==> config.mk <==
export PLATFORM = sky130hd
export DESIGN_NAME = usab_status_buffers
export DESIGN_NICKNAME = d
export VERILOG_FILES = /design/src/hw/usab_pkg.sv /design/src/hw/usab_status_buffers.sv
export VERILOG_INCLUDE_DIRS = /design/src /design/src/hw
export SDC_FILE = /design/constraint.sdc
export NUM_CORES = 1
export LEC_CHECK = 0
export BUFFER_PORTS_ARGS = -buffer_cell sky130_fd_sc_hd__buf_2
export CAP_MARGIN = 15
export CORE_MARGIN = 10
export CORE_UTILIZATION = 45
export DETAILED_ROUTE_END_ITERATION = 12
export PLACE_DENSITY = 0.58
export SYNTH_ARGS = -nofsm -noshare
export SYNTH_HDL_FRONTEND = slang
export SYNTH_SLANG_ARGS = --single-unit
==> constraint.sdc <==
create_clock -name clk_in -period 9.6 [get_ports clk_in]
set_input_delay 0 -clock clk_in [delete_from_list [all_inputs] [get_ports clk_in]]
set_output_delay 0 -clock clk_in [all_outputs]
set_load 0.05 [all_outputs]
==> src/hw/usab_defs.svh <==
// Purpose: Offsets, field positions, reset values and counts for the UART status block
// Assumes: Included by its bare name from the design file
// Notes:   Definitions only, no logic
`ifndef USAB_DEFS_SVH
`define USAB_DEFS_SVH

// Register offsets on the 3-bit host port
`define USAB_OFF_DATA     3'h0
`define USAB_OFF_LINE     3'h5
`define USAB_OFF_MODEM    3'h6
`define USAB_OFF_SCRATCH  3'h7

// Line status bit positions
`define USAB_LS_READY     0
`define USAB_LS_OVERRUN   1
`define USAB_LS_PARITY    2
`define USAB_LS_FRAME     3
`define USAB_LS_BREAK     4
`define USAB_LS_HOLD      5
`define USAB_LS_ALL_EMPTY 6
`define USAB_LS_FIFO_ERR  7

// Modem status: ring delta only flags a trailing edge
`define USAB_MS_RING      2

// Receive trigger levels, selected by two bits
`define USAB_TRIG_LVL0    1
`define USAB_TRIG_LVL1    4
`define USAB_TRIG_LVL2    8
`define USAB_TRIG_LVL3    14

// Break detection: start plus first stop, then two frames plus extra bits
`define USAB_FRAME_FIXED  2
`define USAB_BRK_EXTRA    3

// Reset value of byte registers
`define USAB_RST_BYTE     8'h00

`endif

==> src/hw/usab_pkg.sv <==
// Purpose: Shared types of the UART status block
// Assumes: Compiled before the design module
// Notes:   Bit order of the structs matches the register layout
package usab_pkg;

    // One receive queue entry: error tags travel with the character
    typedef struct packed {
        logic       brk;
        logic       frm;
        logic       par;
        logic [7:0] data;
    } usab_rx_entry_s;

    // Modem line states in modem status order, bit 3 down to bit 0
    typedef struct packed {
        logic carrier;
        logic ring;
        logic set_ready;
        logic clear_send;
    } usab_modem_s;

endpackage : usab_pkg

==> src/hw/usab_status_buffers.sv <==
// Purpose: Host status, data and scratch registers of a 16550-style serial port
// Assumes: 25 MHz clk_in, synchronous active-high reset, external shifter and baud logic
// Notes:   Read data appear one cycle after the read strobe, zero otherwise
// Function
// - FIFO error bit set while errored entries are queued, then held until a line status read
// - All-empty only when holding and shifter empty
// - Hold-empty sets on move, clears on write
// - FIFO mode: hold-empty equals transmit FIFO empty
// - Hold-empty with enable raises interrupt
// - Break after two frames plus three bits
// - Framing error from stop bit sampled space
// - FIFO errors shown when character reaches head
// - Parity error per even, odd, stick setting
// - Overrun when unread character gets overwritten
// - FIFO overrun only when full and more
// - Data ready set on load, cleared by read
// - FIFO mode: ready at or above trigger
// - Modem states high nibble, deltas low nibble
// - Any modem delta raises modem interrupt
// - Modem states follow input lines normally
// - Loopback mirrors modem control bits into states
// - Ring delta only on falling edge
// - Other deltas on any change
// - Offset zero read returns receive buffer
// - Offset zero write loads transmit holding
// - Scratch pad stores and returns host byte
// - Loopback returns transmitted characters to receiver
//
// Implementation choice: strobed register access.
`include "usab_defs.svh"

module usab_status_buffers
    import usab_pkg::*;
#(
    parameter int DEPTH = 16                      // Queue depth, a power of two
) (
    input  wire logic       clk_in,
    input  wire logic       reset_in,
    input  wire logic [2:0] reg_addr_in,          // Register offset
    input  wire logic [7:0] reg_wdata_in,
    input  wire logic       reg_wr_in,            // One-cycle write strobe
    input  wire logic       reg_rd_in,            // One-cycle read strobe
    output wire logic [7:0] reg_rdata_out,
    input  wire logic       divisor_access_sel_in,
    input  wire logic       fifo_mode_in,
    input  wire logic [1:0] rx_trigger_sel_in,
    input  wire logic [1:0] word_len_sel_in,
    input  wire logic       parity_en_in,
    input  wire logic       parity_even_in,
    input  wire logic       parity_stick_in,
    input  wire logic       hold_empty_int_en_in,
    input  wire logic       loopback_sel_in,
    input  wire logic       term_ready_in,        // Modem control bit 0
    input  wire logic       req_send_in,          // Modem control bit 1
    input  wire logic       aux_out_one_in,
    input  wire logic       aux_out_two_in,
    input  wire logic       carrier_detect_in,
    input  wire logic       ring_indicate_in,
    input  wire logic       set_ready_in,
    input  wire logic       clear_send_in,
    input  wire logic       rx_char_valid_in,     // Pulse: character fully received
    input  wire logic [7:0] rx_char_in,
    input  wire logic       rx_parity_bit_in,
    input  wire logic       rx_stop_bit_in,       // First stop bit as sampled
    input  wire logic       rx_serial_in,         // Serial input level
    input  wire logic       rx_bit_tick_in,       // One pulse per bit time
    input  wire logic       tx_take_in,           // Shifter accepts tx_char_out
    input  wire logic       tx_busy_in,           // Shifter still sending
    output wire logic       tx_valid_out,
    output wire logic [7:0] tx_char_out,
    output wire logic       hold_empty_irq_out,
    output wire logic       modem_irq_out
);
    localparam int AW = $clog2(DEPTH);
    localparam int CW = AW + 1;

    // Storage and state
    usab_rx_entry_s rx_mem [DEPTH];               // Receive queue with error tags
    logic [7:0]     tx_mem [DEPTH];               // Transmit queue
    logic [AW-1:0]  rx_wr_reg, rx_rd_reg;
    logic [AW-1:0]  tx_wr_reg, tx_rd_reg;
    logic [CW-1:0]  rx_cnt_reg, tx_cnt_reg;
    logic [CW-1:0]  err_cnt_reg;                  // Queued entries with any error
    logic [7:0]     tx_char_reg;                  // Stage facing the shifter
    logic           tx_valid_reg;
    logic           ovr_reg, par_reg, frm_reg, brk_reg, fifo_err_reg;
    logic [5:0]     brk_cnt_reg;                  // Space bit times seen
    usab_modem_s    modem_prev_reg;
    logic           modem_armed_reg;              // No delta on first cycle out of reset
    logic [3:0]     delta_reg;
    logic [7:0]     scratch_reg;
    logic [7:0]     rdata_reg;
    logic           hold_irq_reg, modem_irq_reg;

    // Host decode; buffers only reachable with divisor access clear
    wire logic data_sel   = (reg_addr_in == `USAB_OFF_DATA) && !divisor_access_sel_in;
    wire logic host_rx_rd = reg_rd_in && data_sel;
    wire logic host_tx_wr = reg_wr_in && data_sel;
    wire logic line_rd    = reg_rd_in && (reg_addr_in == `USAB_OFF_LINE);
    wire logic modem_rd   = reg_rd_in && (reg_addr_in == `USAB_OFF_MODEM);
    wire logic scratch_wr = reg_wr_in && (reg_addr_in == `USAB_OFF_SCRATCH);

    // Word length: unused upper data bits are masked off
    wire logic [3:0] data_bits = 4'(5) + {2'b00, word_len_sel_in};
    wire logic [7:0] data_mask = 8'hFF >> (4'h8 - data_bits);
    wire logic [7:0] rx_masked = rx_char_in & data_mask;

    // Expected parity bit: stick forces a constant, else even or odd count
    wire logic par_expect = parity_stick_in ? !parity_even_in
                          : (parity_even_in ? ^rx_masked : ~^rx_masked);
    wire logic par_bad    = parity_en_in && (rx_parity_bit_in != par_expect);

    // Break: limit is two whole frames plus extra bits, flagged once per run
    wire logic [5:0] frame_bits = 6'(`USAB_FRAME_FIXED) + {2'b00, data_bits}
                                + {5'h00, parity_en_in};
    wire logic [5:0] brk_limit  = {frame_bits[4:0], 1'b0} + 6'(`USAB_BRK_EXTRA);
    wire logic line_mark  = loopback_sel_in || rx_serial_in;       // Loopback idles the line
    wire logic brk_event  = rx_bit_tick_in && !line_mark && (brk_cnt_reg == brk_limit);
    wire logic brk_grow   = rx_bit_tick_in && !line_mark && (brk_cnt_reg <= brk_limit);
    wire logic [5:0] brk_cnt_next = (rx_bit_tick_in && line_mark) ? 6'h00
                                  : brk_grow ? brk_cnt_reg + 6'h01 : brk_cnt_reg;

    // Receive source: break char, looped transmit char, or external character
    wire logic lb_push  = loopback_sel_in && tx_valid_reg;
    wire logic ext_push = !loopback_sel_in && rx_char_valid_in;
    wire logic rx_push  = brk_event || lb_push || ext_push;
    usab_rx_entry_s rx_entry;
    assign rx_entry = brk_event ? {3'b100, 8'h00}
                    : lb_push   ? {3'b000, tx_char_reg & data_mask}
                    : {1'b0, !rx_stop_bit_in, par_bad, rx_masked};

    // Receive queue control; outside FIFO mode the queue holds one character
    wire logic rx_empty   = (rx_cnt_reg == '0);
    wire logic rx_full    = fifo_mode_in ? (rx_cnt_reg == CW'(DEPTH)) : !rx_empty;
    wire logic rx_pop     = host_rx_rd && !rx_empty;
    wire logic rx_store   = rx_push && (!rx_full || rx_pop);
    wire logic rx_over    = rx_push && rx_full && !rx_pop;
    wire logic rx_clobber = rx_over && !fifo_mode_in;  // Single buffer keeps newest char
    usab_rx_entry_s rx_head, rx_after;
    assign rx_head  = rx_mem[rx_rd_reg];
    assign rx_after = rx_mem[rx_rd_reg + AW'(1)];

    // Error tags reach line status only when their character becomes the head
    wire logic head_from_in  = rx_clobber || (rx_store && (rx_empty
                             || (rx_pop && rx_cnt_reg == CW'(1))));
    wire logic head_from_mem = rx_pop && (rx_cnt_reg > CW'(1));
    wire logic [2:0] head_err = head_from_in  ? {rx_entry.brk, rx_entry.frm, rx_entry.par}
                              : head_from_mem ? {rx_after.brk, rx_after.frm, rx_after.par}
                              : 3'b000;

    // Count of errored entries for the FIFO error bit
    wire logic err_inc = (rx_store || rx_clobber) && (|{rx_entry.brk, rx_entry.frm, rx_entry.par});
    wire logic err_dec = (rx_pop || rx_clobber) && (|{rx_head.brk, rx_head.frm, rx_head.par});

    // Sticky flags: a new event wins over a clearing read in the same cycle
    wire logic ovr_next = rx_over     || (ovr_reg && !line_rd);
    wire logic par_next = head_err[0] || (par_reg && !line_rd);
    wire logic frm_next = head_err[1] || (frm_reg && !line_rd);
    wire logic brk_next = head_err[2] || (brk_reg && !line_rd);
    wire logic fifo_err_next = fifo_mode_in
                             && ((err_cnt_reg != '0) || (fifo_err_reg && !line_rd));

    // Data ready: level from queue fill, so it clears when reads take the fill below the trigger in FIFO mode, or to empty outside it
    wire logic [CW-1:0] trig_level =
        (rx_trigger_sel_in == 2'b00) ? CW'(`USAB_TRIG_LVL0) :
        (rx_trigger_sel_in == 2'b01) ? CW'(`USAB_TRIG_LVL1) :
        (rx_trigger_sel_in == 2'b10) ? CW'(`USAB_TRIG_LVL2) : CW'(`USAB_TRIG_LVL3);
    wire logic rx_ready = fifo_mode_in ? (rx_cnt_reg >= trig_level)
                                       : !rx_empty;

    // Transmit queue; a write into a full queue is dropped
    wire logic tx_empty  = (tx_cnt_reg == '0);
    wire logic tx_full   = fifo_mode_in ? (tx_cnt_reg == CW'(DEPTH)) : !tx_empty;
    wire logic tx_store  = host_tx_wr && !tx_full;
    wire logic tx_take   = loopback_sel_in || tx_take_in;   // Loopback drains the stage itself
    wire logic tx_move   = !tx_empty && (!tx_valid_reg || tx_take);
    wire logic tx_valid_next = tx_move || (tx_valid_reg && !tx_take);
    wire logic tx_hold_empty = tx_empty;
    wire logic tx_all_empty  = tx_empty && !tx_valid_reg && !tx_busy_in;

    // Modem states: loopback feeds back the modem control bits
    usab_modem_s modem_now;
    assign modem_now = loopback_sel_in
        ? {aux_out_two_in, aux_out_one_in, term_ready_in, req_send_in}
        : {carrier_detect_in, ring_indicate_in, set_ready_in, clear_send_in};

    // Delta bits, one per modem line
    logic [3:0] delta_set;
    logic [3:0] delta_next;
    genvar gi;
    generate
        for (gi = 0; gi < 4; gi++) begin : g_delta
            if (gi == `USAB_MS_RING) begin : g_trail
                // Ring only reports the falling edge
                assign delta_set[gi] = modem_armed_reg && modem_prev_reg[gi]
                                     && !modem_now[gi];
            end else begin : g_any
                // Others report either direction
                assign delta_set[gi] = modem_armed_reg
                                     && (modem_prev_reg[gi] != modem_now[gi]);
            end
            // Read clears, but a change in the read cycle survives
            assign delta_next[gi] = delta_set[gi] || (delta_reg[gi] && !modem_rd);
        end
    endgenerate

    // Register views
    logic [7:0] line_val;
    assign line_val[`USAB_LS_READY]     = rx_ready;
    assign line_val[`USAB_LS_OVERRUN]   = ovr_reg;
    assign line_val[`USAB_LS_PARITY]    = par_reg;
    assign line_val[`USAB_LS_FRAME]     = frm_reg;
    assign line_val[`USAB_LS_BREAK]     = brk_reg;
    assign line_val[`USAB_LS_HOLD]      = tx_hold_empty;
    assign line_val[`USAB_LS_ALL_EMPTY] = tx_all_empty;
    assign line_val[`USAB_LS_FIFO_ERR]  = fifo_err_reg;
    wire logic [7:0] modem_val = {modem_now, delta_reg};

    // Read mux; unmapped offsets and divisor reads answer zero here
    wire logic [7:0] rdata_mux =
        (reg_addr_in == `USAB_OFF_DATA)    ? (divisor_access_sel_in ? 8'h00
                                                                    : rx_head.data) :
        (reg_addr_in == `USAB_OFF_LINE)    ? line_val :
        (reg_addr_in == `USAB_OFF_MODEM)   ? modem_val :
        (reg_addr_in == `USAB_OFF_SCRATCH) ? scratch_reg : 8'h00;

    // Queue storage, not reset: contents only matter behind the counters
    always_ff @(posedge clk_in) begin
        if (rx_store) begin
            rx_mem[rx_wr_reg] <= rx_entry;
        end else if (rx_clobber) begin
            rx_mem[rx_rd_reg] <= rx_entry;
        end
        if (tx_store) begin
            tx_mem[tx_wr_reg] <= reg_wdata_in;
        end
    end

    // Receive pointers and counts
    always_ff @(posedge clk_in) begin
        if (reset_in) begin
            rx_wr_reg   <= '0;
            rx_rd_reg   <= '0;
            rx_cnt_reg  <= '0;
            err_cnt_reg <= '0;
        end else begin
            rx_wr_reg   <= rx_wr_reg + AW'(rx_store);
            rx_rd_reg   <= rx_rd_reg + AW'(rx_pop);
            rx_cnt_reg  <= rx_cnt_reg + CW'(rx_store) - CW'(rx_pop);
            err_cnt_reg <= err_cnt_reg + CW'(err_inc) - CW'(err_dec);
        end
    end

    // Transmit pointers, count and output stage
    always_ff @(posedge clk_in) begin
        if (reset_in) begin
            tx_wr_reg    <= '0;
            tx_rd_reg    <= '0;
            tx_cnt_reg   <= '0;
            tx_valid_reg <= 1'b0;
            tx_char_reg  <= `USAB_RST_BYTE;
        end else begin
            tx_wr_reg    <= tx_wr_reg + AW'(tx_store);
            tx_rd_reg    <= tx_rd_reg + AW'(tx_move);
            tx_cnt_reg   <= tx_cnt_reg + CW'(tx_store) - CW'(tx_move);
            tx_valid_reg <= tx_valid_next;
            if (tx_move) begin
                tx_char_reg <= tx_mem[tx_rd_reg];    // Bit 0 leaves first
            end
        end
    end

    // Line status flags and break counter
    always_ff @(posedge clk_in) begin
        if (reset_in) begin
            ovr_reg      <= 1'b0;
            par_reg      <= 1'b0;
            frm_reg      <= 1'b0;
            brk_reg      <= 1'b0;
            fifo_err_reg <= 1'b0;
            brk_cnt_reg  <= 6'h00;
        end else begin
            ovr_reg      <= ovr_next;
            par_reg      <= par_next;
            frm_reg      <= frm_next;
            brk_reg      <= brk_next;
            fifo_err_reg <= fifo_err_next;
            brk_cnt_reg  <= brk_cnt_next;
        end
    end

    // Modem status tracking
    always_ff @(posedge clk_in) begin
        if (reset_in) begin
            modem_prev_reg  <= '0;
            modem_armed_reg <= 1'b0;
            delta_reg       <= 4'h0;
        end else begin
            modem_prev_reg  <= modem_now;
            modem_armed_reg <= 1'b1;
            delta_reg       <= delta_next;
        end
    end

    // Scratch pad, read data and interrupt outputs
    always_ff @(posedge clk_in) begin
        if (reset_in) begin
            scratch_reg   <= `USAB_RST_BYTE;
            rdata_reg     <= 8'h00;
            hold_irq_reg  <= 1'b0;
            modem_irq_reg <= 1'b0;
        end else begin
            if (scratch_wr) begin
                scratch_reg <= reg_wdata_in;
            end
            rdata_reg     <= reg_rd_in ? rdata_mux : 8'h00;
            hold_irq_reg  <= tx_hold_empty && hold_empty_int_en_in;
            modem_irq_reg <= |delta_next;
        end
    end

    assign reg_rdata_out      = rdata_reg;
    assign tx_valid_out       = tx_valid_reg;
    assign tx_char_out        = tx_char_reg;
    assign hold_empty_irq_out = hold_irq_reg;
    assign modem_irq_out      = modem_irq_reg;
endmodule : usab_status_buffers

==> impl_metrics.yaml <==
yosys:
  yosysSeqAreaShare_pct: 65.2
  syn_inst: 1050
  synth_edf_count: 304
  syn_nets: 1147
  synth_top_area_share_pct: 55.6
  yosys_warnings: 0
  synthArstFlopShare_pct: 0
  synth-main-ff-cell: "edfxtp_1"
  synth.distinct_cells: 65
  syn_area_um2: 16400
  synthTopCellsByArea: "edfxtp_1 (56%), mux4_2 (12%), dfxtp_1 (9.5%)"
  synth-seq-cells: 382
  yosys.area.top_type: "edfxtp_1"
  avgSynthCellArea_um2: 15.6
sta:
  fmax_mhz: 217
  setup-tns-final_ns: 0
  tightest_slew_ns: 1.12
  hold_viol_final: 0
  holdWs_ns: 0.0446
  drv_slew: 0
  maxSlewHeadroom_pct: 25.5
  layout_min_cycle_time_ns: 4.62
  fin_crit_sh_pct: 48.1
  final.setup.worst_slack_ns: 4.98
  rsz0062_at_grt: "false"
  finalSetupViolCount: 0
  skew_ns: 0.0298
global_routing:
  gr-total-overflow: 0
  grt_pass1_vias: 9524
  antenna_found_initial: 1
  grt_pass1_wl_mm: 60.5
  track_usage_pct: 18.1
  grt_start_max_net_pins: 64
layout:
  finalInstanceArea_um2: 19000
  regMostFlops: "rx_mem"
  area_growth_pct: 15.8
  utilization_pct: 53.2
  final_cell_count_no_fill: 1662
  largest_reg_flops: 176
  seq_area_um2: 10700
  multi_input_area_um2: 5360
  largestRegisters: "rx_mem x176, tx_mem x128"
  drive_above_1_share_pct: 23.0
  nFillCells: 2978
  fin_nets: 1266
power:
  finalPower_mw: 4.57
  vdd_drop_max_v: 0.000135
  power_density_nw_per_um2: 241
  power_leakage_nw: 6.55
placement:
  dp.cells: 1555
  routabilityCongestion: 0.856
  dpl-instance-area_um2: 17300
  hpwl_mm: 26.6
  numPortBuffers: 67
  place_ws_ns: 4.69
routing:
  drc: 0
  drt_first_pass_iters: 5
  ant_nets: 0
  wl_per_cell_um: 23.8
  routed_wl_mm: 39.5
  dr.first_iter.drc_count: 748
  vias: 9356
  via_per_inst: 5.63
cts:
  cts_root_buffer: "clkbuf_16"
  clk_latency_ns: 0.57
  post_cts_buffers: 0
  clkTransAtPathRegs_ns: 0.06
  cts_sinks: 382
  clockBufferDepth: 3
  numCtsBuffers: 42
  cts_tree: "yes"
  htree_levels: 2
setup_path:
  worstPathMaxFanout: 25
  start_kind: "input pin"
  path_cells: "dlygate4sd3_1 > buf_2 > ha_1 > inv_1 > ha_1 > inv_1 > ha_1 > xor2_1 > xnor2_1 > ha_1 > and4_1 > nand4_1 > clkinv_1 > o31ai_1 > ha_1 > inv_1 > ha_1 > inv_1 > fa_1 > inv_1 > a21oi_1 > nor2_1 > or3_1 > a21oi_1"
  crit_buf_inv: 8
  critical_path_class: "in2reg"
  required_ns: 10.02
  cp.arrival_ns: 5.04
  crit_path_end_kind: "register"
  critPathSlowestCell: "clkinv_1"
  crit_top_cell: "ha_1"
  slowest_delay_ns: 0.73
  critPathTopFamily: "buffers and inverters"
floorplanning:
  dieArea_um2: 44500
  die_h_um: 211
  core_region_area_um2: 35700
  die_w_um: 211
  initial_core_util_pct: 45.9
  rows: 69
  ioPinCount: 68
status:
  status: "finished, final reports clean"
job:
  drv_cap: 0
worst_hold_path:
  min_path_type: "in2reg"
-- cell families (layout without fill, tap and decap cells) --
family                   count (synthesis)  count (layout)  synth area share, %
other                                    0               1                    0
flip-flops                             382             382                 65.2
buffers and inverters                   86             236                 2.27
multiplexers                           111             111                 13.9
XOR/XNOR                                35              35                 2.13
AND/OR/NAND/NOR                        253             253                 7.61
adder cells (fa/ha/maj)                 48              48                 3.80
AO/OA/AOI/OAI                          135             135                 5.10
-- repair_timing --
item,CTS,global route
hold endpoints to repair,184,2
hold buffers,29,1
gates resized for setup,0,0
-- routing by layer --
metal	vias to the layer above	track usage (%)	wire, um
met5	-	0	0
met4	0	6.54	1030
met3	64	4.45	3200
met2	306	27.1	17700
met1	4678	25.3	17600
li1	4308	-	-
-- layout by cell type, fill, tap and decap left out, types with 5 or more instances in the layout --
master	instances
or3_1	6
clkinvlp_4	6
nor3b_1	5
nor2_1	83
a31oi_1	5
nand2b_1	8
nor2b_1	18
edfxtp_1	304
ha_1	45
xnor2_1	14
clkbuf_16	44
a22oi_1	13
a21oi_1	59
nor3_1	16
inv_1	34
mux2i_1	10
a21o_1	5
nand3_1	16
dlygate4sd3_1	30
buf_4	28
nand4_1	5
nand2_1	56
buf_2	67
dfxtp_1	75
clkbuf_1	9
xor2_1	17
a211oi_1	7
mux2_2	9
nor4_1	12
and3_1	6
o21ai_0	25
mux4_2	89
-- area by class of cell --
cell class              count  area share, %
diodes                      1         0.0132
clock buffers              57           6.26
clock inverters            18           1.03
inverters                  36          0.711
multi-input cells         582           28.2
flip-flops and latches    382           56.3
well taps                 461           3.04
repair buffers            125           4.45
-- power by group --
group / switching (mW) / internal, mW
logic: 0.561 / 0.414
clock network: 0.657 / 0.954
registers: 0.0782 / 1.90
total: 1.30 / 3.27
-- Yosys cell counts (5+ instances only) --
cell	n
mux2_2	9
nor3b_1	5
mux2i_1	10
nor4_1	12
ha_1	45
dfxtp_1	78
a21oi_1	59
nor2b_1	18
a22oi_1	13
nand3_1	16
xor2_1	17
nand2b_1	8
a21o_1	5
clkbuf_1	29
nand4_1	5
nor3_1	16
a31oi_1	5
nand2_1	56
xnor2_1	14
o21ai_0	25
buf_2	12
mux4_2	89
inv_1	34
and3_1	6
nor2_1	87
edfxtp_1	304
a211oi_1	7
or3_1	6
-- final timing paths --
path                        from        endpoint  slack (ns)  cells past startpoint
hold reg to reg   scratch_reg[4]  scratch_reg[4]        0.45                      2
hold / removal         reg_wr_in  scratch_reg[3]        0.04                      4
setup / recovery    parity_en_in  err_cnt_reg[4]        4.98                     24
setup reg to reg  brk_cnt_reg[4]  err_cnt_reg[4]        5.71                     15
-- worst reg2reg max path: stages, from the launching register on --
cell and delay, ns:
dfxtp_1 0.34, ha_1 0.31, and4_1 0.22, nand4_1 0.31, clkinv_1 0.73, o31ai_1 0.47, ha_1 0.28, inv_1 0.05
ha_1 0.16, inv_1 0.05, fa_1 0.40, inv_1 0.07, a21oi_1 0.06, nor2_1 0.12, or3_1 0.12, a21oi_1 0.05
No activity file was read; power rests on OpenSTA's default activity.
